<file path="config.mk">
export PLATFORM = sky130hd
export DESIGN_NAME = flc_ctrl
export DESIGN_NICKNAME = d
export VERILOG_FILES = /design/src/logic/flc_seq_mem.v /design/src/logic/flc_ctrl.v
export VERILOG_INCLUDE_DIRS = /design/src /design/src/logic
export SDC_FILE = /design/constraint.sdc
export NUM_CORES = 1
export LEC_CHECK = 0
export BUFFER_PORTS_ARGS = -buffer_cell sky130_fd_sc_hd__buf_2
export CAP_MARGIN = 30
export CORE_AREA = 2 2 233 235
export CTS_BUF_LIST = sky130_fd_sc_hd__clkbuf_16
export DETAILED_ROUTE_END_ITERATION = 10
export DIE_AREA = 0 0 235 237
export PLACE_DENSITY = 0.6
export SYNTH_ARGS = -nofsm -noshare
export SYNTH_HDL_FRONTEND = slang
export SYNTH_HIERARCHICAL = 1
export SYNTH_SLANG_ARGS = --single-unit
</file>
<file path="constraint.sdc">
create_clock -name mclk -period 12.1 [get_ports mclk]
set_clock_uncertainty 0.1 [all_clocks]
set_input_delay 3.025 -clock mclk [delete_from_list [all_inputs] [get_ports mclk]]
set_output_delay 3.025 -clock mclk [all_outputs]
set_load 0.05 [all_outputs]
</file>
<file path="src/logic/flc_defines.vh">
// constants for the flash lock and protection-store command controller
// Function
// - host suspends erase with B0, polls status, locks, then resumes with D0.
// - protection program is C0 then one address/data write of 16 bits.
// - user segment locks by programming FFFD to the protection lock word.
// - host never aims protection writes outside the protection store range.
// - unlock is 60 then D0, clearing the addressed block's lock bit unless the block is locked down.
// - lock-down is 60 then 2F, setting lock-down and lock bits.
`ifndef FLC_DEFINES_VH
`define FLC_DEFINES_VH
`define FLC_CMD_READ_ARRAY 8'hFF
`define FLC_CMD_READ_STATUS 8'h70
`define FLC_CMD_CLEAR_STATUS 8'h50
`define FLC_CMD_READ_ID 8'h90
`define FLC_CMD_LOCK_SETUP 8'h60
`define FLC_CMD_LOCK 8'h01
`define FLC_CMD_UNLOCK 8'hD0
`define FLC_CMD_LOCKDOWN 8'h2F
`define FLC_CMD_PROT_SETUP 8'hC0
`define FLC_CMD_SUSPEND 8'hB0
`define FLC_CMD_RESUME 8'hD0
`define FLC_PROT_LOCK_VALUE 16'hFFFD
`define FLC_LOCK_STATUS_OFS 22'h000002
// protection store window: lock word then eight data words
`define FLC_PROT_BASE 22'h000080
`define FLC_PROT_LAST 22'h000088
// software-facing register offsets
`define FLC_REG_CTRL 4'h0
`define FLC_REG_ADDR 4'h1
`define FLC_REG_DATA 4'h2
`define FLC_REG_STATUS 4'h3
`define FLC_REG_RDATA 4'h4
// operation codes written to the control register, bits 2:0
`define FLC_OP_LOCK 3'h1
`define FLC_OP_UNLOCK 3'h2
`define FLC_OP_LOCKDOWN 3'h3
`define FLC_OP_PROT_PROG 3'h4
`define FLC_OP_PROT_LOCK 3'h5
`define FLC_OP_READ_ID 3'h6
`define FLC_OP_SUSP_LOCK 3'h7
// status word bit positions on the device
`define FLC_SR_READY 7
`define FLC_SR_ERASE_ERR 5
`define FLC_SR_PROG_ERR 4
`define FLC_SR_SUPPLY_ERR 3
`define FLC_SR_LOCK_ERR 1
`define FLC_SR_SUSPENDED 6
// bus cycle timing: final count of each strobe phase; a phase lasts four cycles
`define FLC_T_PHASE 4'h3
`define FLC_SEQ_LEN 4'h8
`endif

</file>
<file path="src/logic/flc_seq_mem.v">
// small command sequence memory: holds the writes of one flash sequence
`timescale 1ns/1ps
module flc_seq_mem (
	input wire mclk, // system clock
	input wire ce, // clock enable
	input wire we, // write strobe
	input wire [2:0] waddr, // write index
	input wire [38:0] wdata, // {is_read, addr22, data16}
	input wire [2:0] raddr, // read index
	output reg [38:0] rdata_r // registered read data
);
	reg [38:0] mem [0:7];
	always @(posedge mclk) begin
		if (ce) begin
			if (we)
				mem[waddr] <= wdata;
			rdata_r <= mem[raddr];
		end
	end
endmodule // flc_seq_mem

</file>
<file path="src/logic/flc_ctrl.v">
// host controller that drives flash lock and protection-store command sequences
`timescale 1ns/1ps
`include "flc_defines.vh"
module flc_ctrl (
	input wire mclk, // 50 MHz clock
	input wire reset, // synchronous, active high
	input wire ce, // clock enable
	input wire [3:0] sw_addr, // register address
	input wire [31:0] sw_wdata, // register write data
	input wire sw_wr, // write strobe
	input wire sw_rd, // read strobe
	output reg [31:0] sw_rdata_r, // read data, one cycle later
	output reg [21:0] fl_addr_r, // flash address
	output reg [15:0] fl_dq_out_r, // flash data out
	output reg fl_dq_oe_r, // flash data drive enable
	input wire [15:0] fl_dq_in, // flash data in
	output reg fl_ce_n_r, // flash chip enable, low active
	output reg fl_we_n_r, // flash write enable, low active
	output reg fl_oe_n_r // flash output enable, low active
);
	localparam ST_IDLE = 3'd0;
	localparam ST_LOAD = 3'd1;
	localparam ST_SETUP = 3'd2;
	localparam ST_STROBE = 3'd3;
	localparam ST_HOLD = 3'd4;
	localparam ST_NEXT = 3'd5;
	localparam ST_POLL = 3'd6;

	reg [2:0] state_r, state_nxt;
	reg [2:0] op_r;
	reg [21:0] addr_r;
	reg [15:0] data_r;
	reg busy_r, lock_err_r, prog_err_r, erase_err_r, supply_err_r, done_r;
	reg [15:0] rd_r;
	reg [3:0] tcnt_r;
	reg [2:0] idx_r, len_r, widx_r;
	reg [2:0] wa_r;
	reg we_r;
	reg [38:0] wd_r;
	wire [38:0] ent;

	flc_seq_mem u_mem (
		.mclk(mclk),
		.ce(ce),
		.we(we_r),
		.waddr(wa_r),
		.wdata(wd_r),
		.raddr(idx_r),
		.rdata_r(ent)
	);

	// one bus write entry; is_read bit 38 clear
	function [38:0] wr_ent;
		input [21:0] a;
		input [7:0] c;
		begin
			wr_ent = {1'b0, a, 8'h00, c};
		end
	endfunction

	// build the write list of an operation, entry k
	function [38:0] seq_ent;
		input [2:0] op;
		input [2:0] k;
		input [21:0] a;
		input [15:0] d;
		begin
			seq_ent = wr_ent(a, `FLC_CMD_READ_ARRAY);
			case (op)
			`FLC_OP_LOCK, `FLC_OP_UNLOCK, `FLC_OP_LOCKDOWN: begin
				if (k == 3'd0)
					seq_ent = wr_ent(a, `FLC_CMD_LOCK_SETUP);
				else if (k == 3'd1)
					seq_ent = wr_ent(a, (op == `FLC_OP_LOCK) ? `FLC_CMD_LOCK :
						(op == `FLC_OP_UNLOCK) ? `FLC_CMD_UNLOCK :
						`FLC_CMD_LOCKDOWN);
				else
					seq_ent = {1'b1, a, 16'h0000};
			end
			`FLC_OP_SUSP_LOCK: begin
				// suspend, poll, lock, then resume
				if (k == 3'd0)
					seq_ent = wr_ent(a, `FLC_CMD_SUSPEND);
				else if (k == 3'd1)
					seq_ent = {1'b1, a, 16'h0001}; // poll for suspend
				else if (k == 3'd2)
					seq_ent = wr_ent(a, `FLC_CMD_LOCK_SETUP);
				else if (k == 3'd3)
					seq_ent = wr_ent(a, d[7:0]);
				else if (k == 3'd4)
					seq_ent = wr_ent(a, `FLC_CMD_RESUME);
				else
					seq_ent = {1'b1, a, 16'h0000};
			end
			`FLC_OP_PROT_PROG, `FLC_OP_PROT_LOCK: begin
				if (k == 3'd0)
					seq_ent = wr_ent(a, `FLC_CMD_PROT_SETUP);
				else if (k == 3'd1)
					seq_ent = {1'b0, a, (op == `FLC_OP_PROT_LOCK) ?
						`FLC_PROT_LOCK_VALUE : d};
				else
					seq_ent = {1'b1, a, 16'h0000};
			end
			`FLC_OP_READ_ID: begin
				if (k == 3'd0)
					seq_ent = wr_ent(a, `FLC_CMD_READ_ID);
				else if (k == 3'd1)
					seq_ent = {1'b1, a, 16'h0002}; // data read, no poll
				else if (k == 3'd2)
					seq_ent = wr_ent(a, `FLC_CMD_READ_ARRAY);
				else
					seq_ent = {1'b1, a, 16'h0000};
			end
			default: seq_ent = {1'b1, a, 16'h0000};
			endcase
		end
	endfunction

	function [2:0] seq_len;
		input [2:0] op;
		begin
			case (op)
			`FLC_OP_SUSP_LOCK: seq_len = 3'd6;
			`FLC_OP_READ_ID: seq_len = 3'd3;
			default: seq_len = 3'd3;
			endcase
		end
	endfunction

	wire ent_rd = ent[38];
	wire [1:0] ent_kind = ent[1:0];
	wire phase_end = (tcnt_r == `FLC_T_PHASE);
	wire [2:0] idx_inc = idx_r + 3'd1;
	wire last_ent = (idx_inc == len_r);
	// status is undefined after a protection write outside the store, so never start one
	wire prot_op = (sw_wdata[2:0] == `FLC_OP_PROT_PROG) ||
		(sw_wdata[2:0] == `FLC_OP_PROT_LOCK);
	wire prot_bad = prot_op && ((addr_r < `FLC_PROT_BASE) || (addr_r > `FLC_PROT_LAST));

	always @* begin
		state_nxt = state_r;
		case (state_r)
		ST_IDLE: if (busy_r) state_nxt = ST_LOAD;
		ST_LOAD: if (widx_r == len_r) state_nxt = ST_SETUP;
		ST_SETUP: if (phase_end) state_nxt = ST_STROBE;
		ST_STROBE: if (phase_end) state_nxt = ST_HOLD;
		ST_HOLD: if (phase_end) state_nxt = ST_NEXT;
		ST_NEXT: state_nxt = last_ent ? ST_IDLE : ST_SETUP;
		ST_POLL: state_nxt = ST_SETUP;
		default: state_nxt = ST_IDLE;
		endcase
	end

	always @(posedge mclk) begin
		if (reset) begin
			state_r <= ST_IDLE;
			op_r <= 3'd0;
			addr_r <= 22'h000000;
			data_r <= 16'h0000;
			busy_r <= 1'b0;
			done_r <= 1'b0;
			lock_err_r <= 1'b0;
			prog_err_r <= 1'b0;
			erase_err_r <= 1'b0;
			supply_err_r <= 1'b0;
			rd_r <= 16'h0000;
			tcnt_r <= 4'h0;
			idx_r <= 3'd0;
			len_r <= 3'd0;
			widx_r <= 3'd0;
			wa_r <= 3'd0;
			we_r <= 1'b0;
			wd_r <= 39'h0;
			sw_rdata_r <= 32'h0;
			fl_addr_r <= 22'h0;
			fl_dq_out_r <= 16'h0;
			fl_dq_oe_r <= 1'b0;
			fl_ce_n_r <= 1'b1;
			fl_we_n_r <= 1'b1;
			fl_oe_n_r <= 1'b1;
		end else if (ce) begin
			state_r <= state_nxt;
			we_r <= 1'b0;
			sw_rdata_r <= 32'h0;
			if (sw_wr && !busy_r) begin
				case (sw_addr)
				`FLC_REG_CTRL: begin
					op_r <= sw_wdata[2:0];
					busy_r <= (sw_wdata[2:0] != 3'd0) && !prot_bad;
					done_r <= prot_bad;
					widx_r <= 3'd0;
					len_r <= seq_len(sw_wdata[2:0]);
				end
				`FLC_REG_ADDR: addr_r <= sw_wdata[21:0];
				`FLC_REG_DATA: data_r <= sw_wdata[15:0];
				default: ;
				endcase
			end
			if (sw_rd) begin
				case (sw_addr)
				`FLC_REG_CTRL: sw_rdata_r <= {29'h0, op_r};
				`FLC_REG_ADDR: sw_rdata_r <= {10'h0, addr_r};
				`FLC_REG_DATA: sw_rdata_r <= {16'h0, data_r};
				`FLC_REG_STATUS: sw_rdata_r <= {26'h0, supply_err_r, lock_err_r,
					erase_err_r, prog_err_r, done_r, busy_r};
				`FLC_REG_RDATA: sw_rdata_r <= {16'h0, rd_r};
				default: sw_rdata_r <= 32'h0;
				endcase
			end
			case (state_r)
			ST_LOAD: begin
				// sequence built one entry a cycle into the memory
				we_r <= (widx_r != len_r);
				wd_r <= seq_ent(op_r, widx_r, addr_r, data_r);
				// write address staged with the data so entry k lands in word k
				wa_r <= widx_r;
				if (widx_r != len_r)
					widx_r <= widx_r + 3'd1;
				idx_r <= 3'd0;
				tcnt_r <= 4'h0;
			end
			ST_SETUP: begin
				tcnt_r <= phase_end ? 4'h0 : tcnt_r + 4'h1;
				fl_addr_r <= ent[37:16];
				fl_ce_n_r <= 1'b0;
				fl_dq_oe_r <= !ent_rd;
				fl_dq_out_r <= ent[15:0];
			end
			ST_STROBE: begin
				tcnt_r <= phase_end ? 4'h0 : tcnt_r + 4'h1;
				fl_we_n_r <= ent_rd;
				fl_oe_n_r <= !ent_rd;
			end
			ST_HOLD: begin
				tcnt_r <= phase_end ? 4'h0 : tcnt_r + 4'h1;
				if (fl_oe_n_r == 1'b0 && tcnt_r == 4'h0)
					rd_r <= fl_dq_in;
				fl_we_n_r <= 1'b1;
				fl_oe_n_r <= 1'b1;
			end
			ST_NEXT: begin
				fl_ce_n_r <= 1'b1;
				fl_dq_oe_r <= 1'b0;
				// a poll entry repeats until ready and suspended bits both show
				if (ent_rd && ent_kind == 2'd1 &&
					!(rd_r[`FLC_SR_READY] && rd_r[`FLC_SR_SUSPENDED])) begin
					idx_r <= idx_r;
				end else if (ent_rd && ent_kind == 2'd0 && last_ent) begin
					// final status read: copy error bits back
					prog_err_r <= rd_r[`FLC_SR_PROG_ERR];
					erase_err_r <= rd_r[`FLC_SR_ERASE_ERR];
					lock_err_r <= rd_r[`FLC_SR_LOCK_ERR];
					supply_err_r <= rd_r[`FLC_SR_SUPPLY_ERR];
					idx_r <= idx_inc;
				end else begin
					idx_r <= idx_inc;
				end
				if (last_ent) begin
					busy_r <= 1'b0;
					done_r <= 1'b1;
				end
			end
			default: ;
			endcase
		end
	end
endmodule // flc_ctrl

</file>
==> results.py, run 1 <==
metrics = {
    "synth": {
        "yosysSeqAreaShare": 0.677,
        "synth_area_sq_um": 21100,
        "netlist-cell-type-count": 84,
        "synth_edf_count": 351,
        "ys.flop_type": "edfxtp_1",
        "syn_avg_cell_area_sq_um": 14.1,
        "yosysWarnings": 6,
        "synth-async-reset-ratio": 0,
        "synth-seq-cells": 537,
        "synthCells": 1496,
    },
    "clocking": {
        "clock_latency_ns": 0.61,
        "cts_tree": "done",
        "clkTransAtPathRegs_ns": 0.06,
        "htreeDepth": 2,
        "cts-resized-gates": 0,
        "cts.path.max_buffers": 3,
        "hold_buffers": 0,
        "cts_buffers": 54,
        "cts_setup_buffers": 0,
        "clockRootBuffer": "clkbuf_16",
        "clock-sinks": 537,
    },
    "drt": {
        "drc": 0,
        "route.vias.total": 12500,
        "drt_wl_total_mm": 47.9,
        "vias_per_cell": 5.39,
        "first_pass_iters": 5,
        "wl_per_cell_microns": 20.6,
        "drtAntennaViolNets": 0,
        "detailedRoute.firstIterationViolations": 975,
    },
    "final_layout": {
        "drive_gt1_frac": 0.219,
        "antenna_cells": 0,
        "syn_to_final_growth_pct": 14.0,
        "final_core_util": 0.450,
        "layout.nets": 1647,
    },
    "pwr": {
        "total_power_mw": 3.69,
        "max-vdd-ir-drop_mv": 0.0959,
        "leakagePower_nw": 7.96,
        "power_density_nw_per_um2": 154,
    },
    "global_route": {
        "grt_first_pass_wirelength_mm": 74.3,
        "grt_pass1_vias": 12600,
        "grtUsageTotal": 0.172,
        "grt-ovfl-total": 0,
        "grt_max_degree": 102,
        "antenna_found_initial": 1,
    },
    "critical_path": {
        "crit_path_max_incr_delay_ns": 0.93,
        "cp_common_cell": "nand2_1",
        "worstPathRequired_ns": 12.49,
        "crit_arrival_ns": 5.29,
        "cp_cell_sequence": "buf_2 > nor4b_4 > nand2_1 > nand2_1 > a21oi_1",
        "critPathLaunchType": "primary input",
        "crit_type": "primary input to register",
        "path_max_fanout": 22,
        "slowest_stage": "nor4b_4",
        "worstSetupEndpointType": "register",
    },
    "timing": {
        "period_needed_ns": 4.91,
        "timing.final.crit_share": 0.406,
        "worst_pin_slew_ns": 1.05,
        "fin_setup_tns_ns": 0,
        "holdWs_ns": 0.350,
        "rsz0062_at_grt": "false",
        "setup_violations": 0,
        "hold_violations": 0,
        "max_freq_mhz": 204,
        "slew_headroom": 0.297,
        "finalMaxSlewViolations": 0,
    },
    "floorplan": {
        "boundaryPins": 131,
        "design.die.area_sq_um": 55700,
        "die_w_microns": 235,
        "die_y_microns": 237,
        "fp-row-count": 85,
        "start_util": 0.395,
        "core_sq_um": 53300,
    },
    "placed_design": {
        "portBuffers": 110,
        "post-dp-hpwl_mm": 28.7,
        "finalWeightedCongestion": 0.806,
    },
    "run": {
        "max-cap-violations": 0,
    },
    "hold_path": {
        "hold_path.class": "register to register",
    },
    "run_status": {
        "run_status": "finished clean",
    },
}
## cell usage in the layout (no fill, tap or decap), drive strengths merged, types with 12 or more instances in the layout
| cell | n |
|---|---|
| edfxtp | 351 |
| nand2 | 301 |
| a2bb2oi | 12 |
| a222oi | 18 |
| inv | 28 |
| nand3 | 19 |
| mux2 | 40 |
| dfxtp | 186 |
| clkinv | 24 |
| mux4 | 78 |
| buf | 128 |
| a21oi | 155 |
| o21ai | 18 |
| nor2 | 40 |
| clkbuf | 55 |
## worst paths after layout
kind	start	endpoint	slack (ns)	cells after the start
max	sw_addr[1]	addr_r[13]	7.19	5
min	fl_addr_r[18]	fl_addr_r[18]	0.35	2
max reg2reg	idx_r[0]	u_mem/rdata_r[13]	9.06	3
min reg2reg	fl_addr_r[18]	fl_addr_r[18]	0.35	2
## cell type report
class / instances / area [sq um]
Clock inverter: 47 / 445
Inverter: 15 / 56.3
Fill cell: 4711 / 29300
Clock buffer: 55 / 1380
Sequential cell: 537 / 14300
Tap cell: 696 / 871
Timing Repair Buffer: 128 / 712
Multi-Input combinational cell: 846 / 6270
## per-layer routing
metal,part of all wire,up-vias,track usage
met3,0.063,70,0.0314
met5,0,-,0
met2,0.46,411,0.274
met1,0.45,6262,0.238
li1,-,5782,-
met4,0.026,0,0.0618
## through the flow
stage               worst slack, ns  cell area [sq um]  instances
floorplan                      5.68              21100       1505
global placement               6.58              22100       2220
detailed placement             6.56              22200       2221
CTS                            7.19              24000       2323
global route                   7.05              24000       2324
finish                         7.19              24000       2324
## sequential cells by signal, indices dropped and copies added, names as in the netlist, 3 cells and up
name and count:
sw_rdata_r 22, wa_r 3, len_r 3, fl_addr_r 22, fl_dq_out_r 16, u_mem/mem 312, tcnt_r 4, widx_r 3
state_r 3, idx_r 3, addr_r 22, u_mem/rdata_r 39, wd_r 39, data_r 16, rd_r 16, op_r 3
## synth_stat cells (3+ instances only)
cell	n	area, sq um
buf_6	4	45.0
mux2_4	20	300
o31ai_1	3	22.5
a211oi_1	5	37.5
nor2_1	39	146
xor2_1	4	35.0
o22ai_1	3	18.8
a31oi_1	3	18.8
mux2_2	20	225
and2_1	4	25.0
ha_1	8	100
o21ai_0	16	80.1
buf_4	16	120
nand3b_1	6	45.0
edfxtp_1	351	10500
a21oi_1	155	776
mux2i_1	6	60.1
dfxtp_1	186	3720
a21o_1	4	30.0
a22o_1	8	70.1
nand3_1	19	95.1
or3_1	4	25.0
nand2b_1	9	56.3
o211ai_1	9	67.6
a22oi_1	4	30.0
a2bb2oi_1	12	105
nand2_1	301	1130
a222oi_1	18	180
buf_2	28	140
nor4_1	4	25.0
buf_12	3	60.1
inv_1	14	52.6
buf_1	5	18.8
nor3_1	5	25.0
nand4_1	4	25.0
a221oi_1	3	26.3
mux4_2	78	1760
nor2b_1	3	18.8
clkbuf_1	50	188
## critical path: cells and delay by family
family	cells	cell delay (ns)
and+or+nand+nor	3	2.01
buffers and inverters	1	0.15
AOI/OAI and AO/OA	1	0.09
## logic make-up after synthesis
kind of cell | count (synthesis) | synth area share
and+or+nand+nor | 430 | 0.0927
AOI/OAI and AO/OA | 267 | 0.0801
xor gates and xnor gates | 7 | 0.00356
DFF | 537 | 0.677
buffers and inverters | 122 | 0.0301
other | 1 | 0.000178
adders and majority gates | 8 | 0.00475
muxes | 124 | 0.111
## power breakdown
| part | switching, mW | total (mW) | internal, mW |
|---|---|---|---|
| combinational | 0.0376 | 0.0493 | 0.0117 |
| sequential | 0.00333 | 1.94 | 1.93 |
| clock | 0.705 | 1.70 | 0.999 |
No activity file was read; power rests on OpenSTA's default activity.
==> run 2: changes to the inputs <==
PLACE_DENSITY = 0.62   (was 0.6)
clock period = 4.3 ns   (was 12.1 ns; I/O delays follow)
==> results.py, run 2 (synthesis gave the netlist of run 1 again) <==
metrics = {
    "clocking": {
        "clock_latency_ns": 0.61,
        "cts_setup_buffers": 0,
        "cts.path.max_buffers": 3,
        "clkTransAtPathRegs_ns": 0.06,
        "hold_buffers": 0,
        "clock-sinks": 537,
        "cts-resized-gates": 0,
        "htreeDepth": 2,
        "cts_tree": "done",
        "cts_buffers": 53,
        "clockRootBuffer": "clkbuf_16",
    },
    "critical_path": {
        "cp_cell_sequence": "buf_2 > buf_4 > and3b_1 > and2_1 > nand2_1 > a21oi_1",
        "worstSetupEndpointType": "register",
        "slowest_stage": "and2_1",
        "path_max_fanout": 22,
        "crit_type": "primary input to register",
        "rr_worst_depth": 3,
        "worstPathRequired_ns": 4.73,
        "r2r_slack_ns": 1.83,
        "r2r_end": "u_mem/rdata_r[14]",
        "crit_arrival_ns": 3.26,
        "crit_path_max_incr_delay_ns": 0.80,
        "timing.rr.start": "idx_r[0]",
        "critPathLaunchType": "primary input",
    },
    "floorplan": {
        "core_sq_um": 53300,
        "start_util": 0.395,
        "fp-row-count": 85,
        "die_w_microns": 235,
        "design.die.area_sq_um": 55700,
        "boundaryPins": 131,
        "die_y_microns": 237,
    },
    "final_layout": {
        "final_cells": 2333,
        "drive_gt1_frac": 0.220,
        "layout_common_cells": "edfxtp_1 (351), nand2_1 (301), dfxtp_1 (183), a21oi_1 (155), buf_2 (110)",
        "layout_commonest_cell": "edfxtp_1",
        "syn_to_final_growth_pct": 14.1,
        "layout.nets": 1657,
        "top_register": "u_mem/mem",
        "largest_register_ffs": 312,
        "reg.largest.list": "u_mem/mem (312), u_mem/rdata_r (39), wd_r (39)",
        "antenna_cells": 0,
    },
    "hold_path": {
        "hold_start": "fl_addr_r[7]",
        "hold_depth": 2,
        "hold_end": "fl_addr_r[7]",
        "hold_path.class": "register to register",
    },
    "timing": {
        "hold_violations": 0,
        "max_freq_mhz": 353,
        "worst_pin_slew_ns": 0.959,
        "timing.final.crit_share": 0.659,
        "finalMaxSlewViolations": 0,
        "slew_headroom": 0.361,
        "fin_setup_tns_ns": 0,
        "setup_violations": 0,
        "period_needed_ns": 2.83,
        "rsz0062_at_grt": "false",
    },
    "global_route": {
        "grt_first_pass_wirelength_mm": 73.4,
        "grt_pass1_vias": 12300,
        "top_usage_layer": "met2",
        "grt-ovfl-total": 0,
        "antenna_found_initial": 0,
        "use_met1": 0.228,
        "grt_util_met2": 0.284,
        "grt_max_degree": 81,
        "use_met3": 0.0302,
        "grtUsageTotal": 0.169,
    },
    "drt": {
        "route.vias.total": 12500,
        "wl_per_cell_microns": 20.5,
        "drtAntennaViolNets": 0,
        "drc": 0,
        "first_pass_iters": 5,
        "detailedRoute.firstIterationViolations": 927,
        "drt_wl_total_mm": 47.7,
        "vias_per_cell": 5.35,
    },
    "run_status": {
        "run_status": "finished clean",
    },
    "placed_design": {
        "portBuffers": 110,
        "finalWeightedCongestion": 0.839,
        "place_inst": 2233,
        "post-dp-hpwl_mm": 29.9,
    },
    "pwr": {
        "power_density_nw_per_um2": 422,
        "leakagePower_nw": 8.10,
        "max-vdd-ir-drop_mv": 0.327,
    },
    "run": {
        "max-cap-violations": 0,
    },
}
==> run 2: report_power, final <==
part	total, mW	internal, mW	switching [mW]
sequential	5.45	5.44	0.00934
clock	4.55	2.61	1.94
combinational	0.138	0.0329	0.105
==> run 2: layout make-up <==
cell class              count  area, sq um
fillers                  4692        29300
flip-flops and latches    537        14300
multi-input cells         846         6280
clock buffers              53         1330
well taps                 696          871
repair buffers            139          835
clock inverters            47          384
inverters                  15         56.3
==> run 2: per-stage QoR <==
stage	cell area (sq um)	setup slack, ns	total power [mW]	utilization	hold slack, ns
2_1_floorplan	21100	0.868	5.64	-	0.331
3_3_place_gp	22300	0.948	5.70	0.419	0.342
3_5_place_dp	22300	0.870	5.70	0.419	0.345
4_1_cts	24000	1.54	10.2	0.451	0.353
5_1_grt	24000	1.38	10.4	0.451	0.367
6_report	24000	1.47	10.1	0.451	0.350
==> run 2: how the worst max path moves through the flow <==
stage | from | to | slack (ns) | cells after the start
2_1_floorplan | ce | u_mem/mem[2][0] | 0.87 | 2
3_3_place_gp | ce | u_mem/mem[3][4] | 0.95 | 4
3_5_place_dp | ce | addr_r[21] | 0.87 | 6
4_1_cts | ce | addr_r[21] | 1.54 | 6
5_1_grt | ce | addr_r[15] | 1.38 | 6
6_report | ce | addr_r[8] | 1.47 | 6
==> run 2: routing by layer <==
metal  up-vias  routed length, microns
met2       351                   23100
li1       5794                       -
met3        62                    2370
met1      6276                   21400
met4         0                     881
met5         -                       0
==> run 2: critical path: cells and delay by family <==
kind | cells | cell delay, ns
AOI/OAI and AO/OA | 1 | 0.16
and+or+nand+nor | 3 | 1.26
buffers and inverters | 2 | 0.72
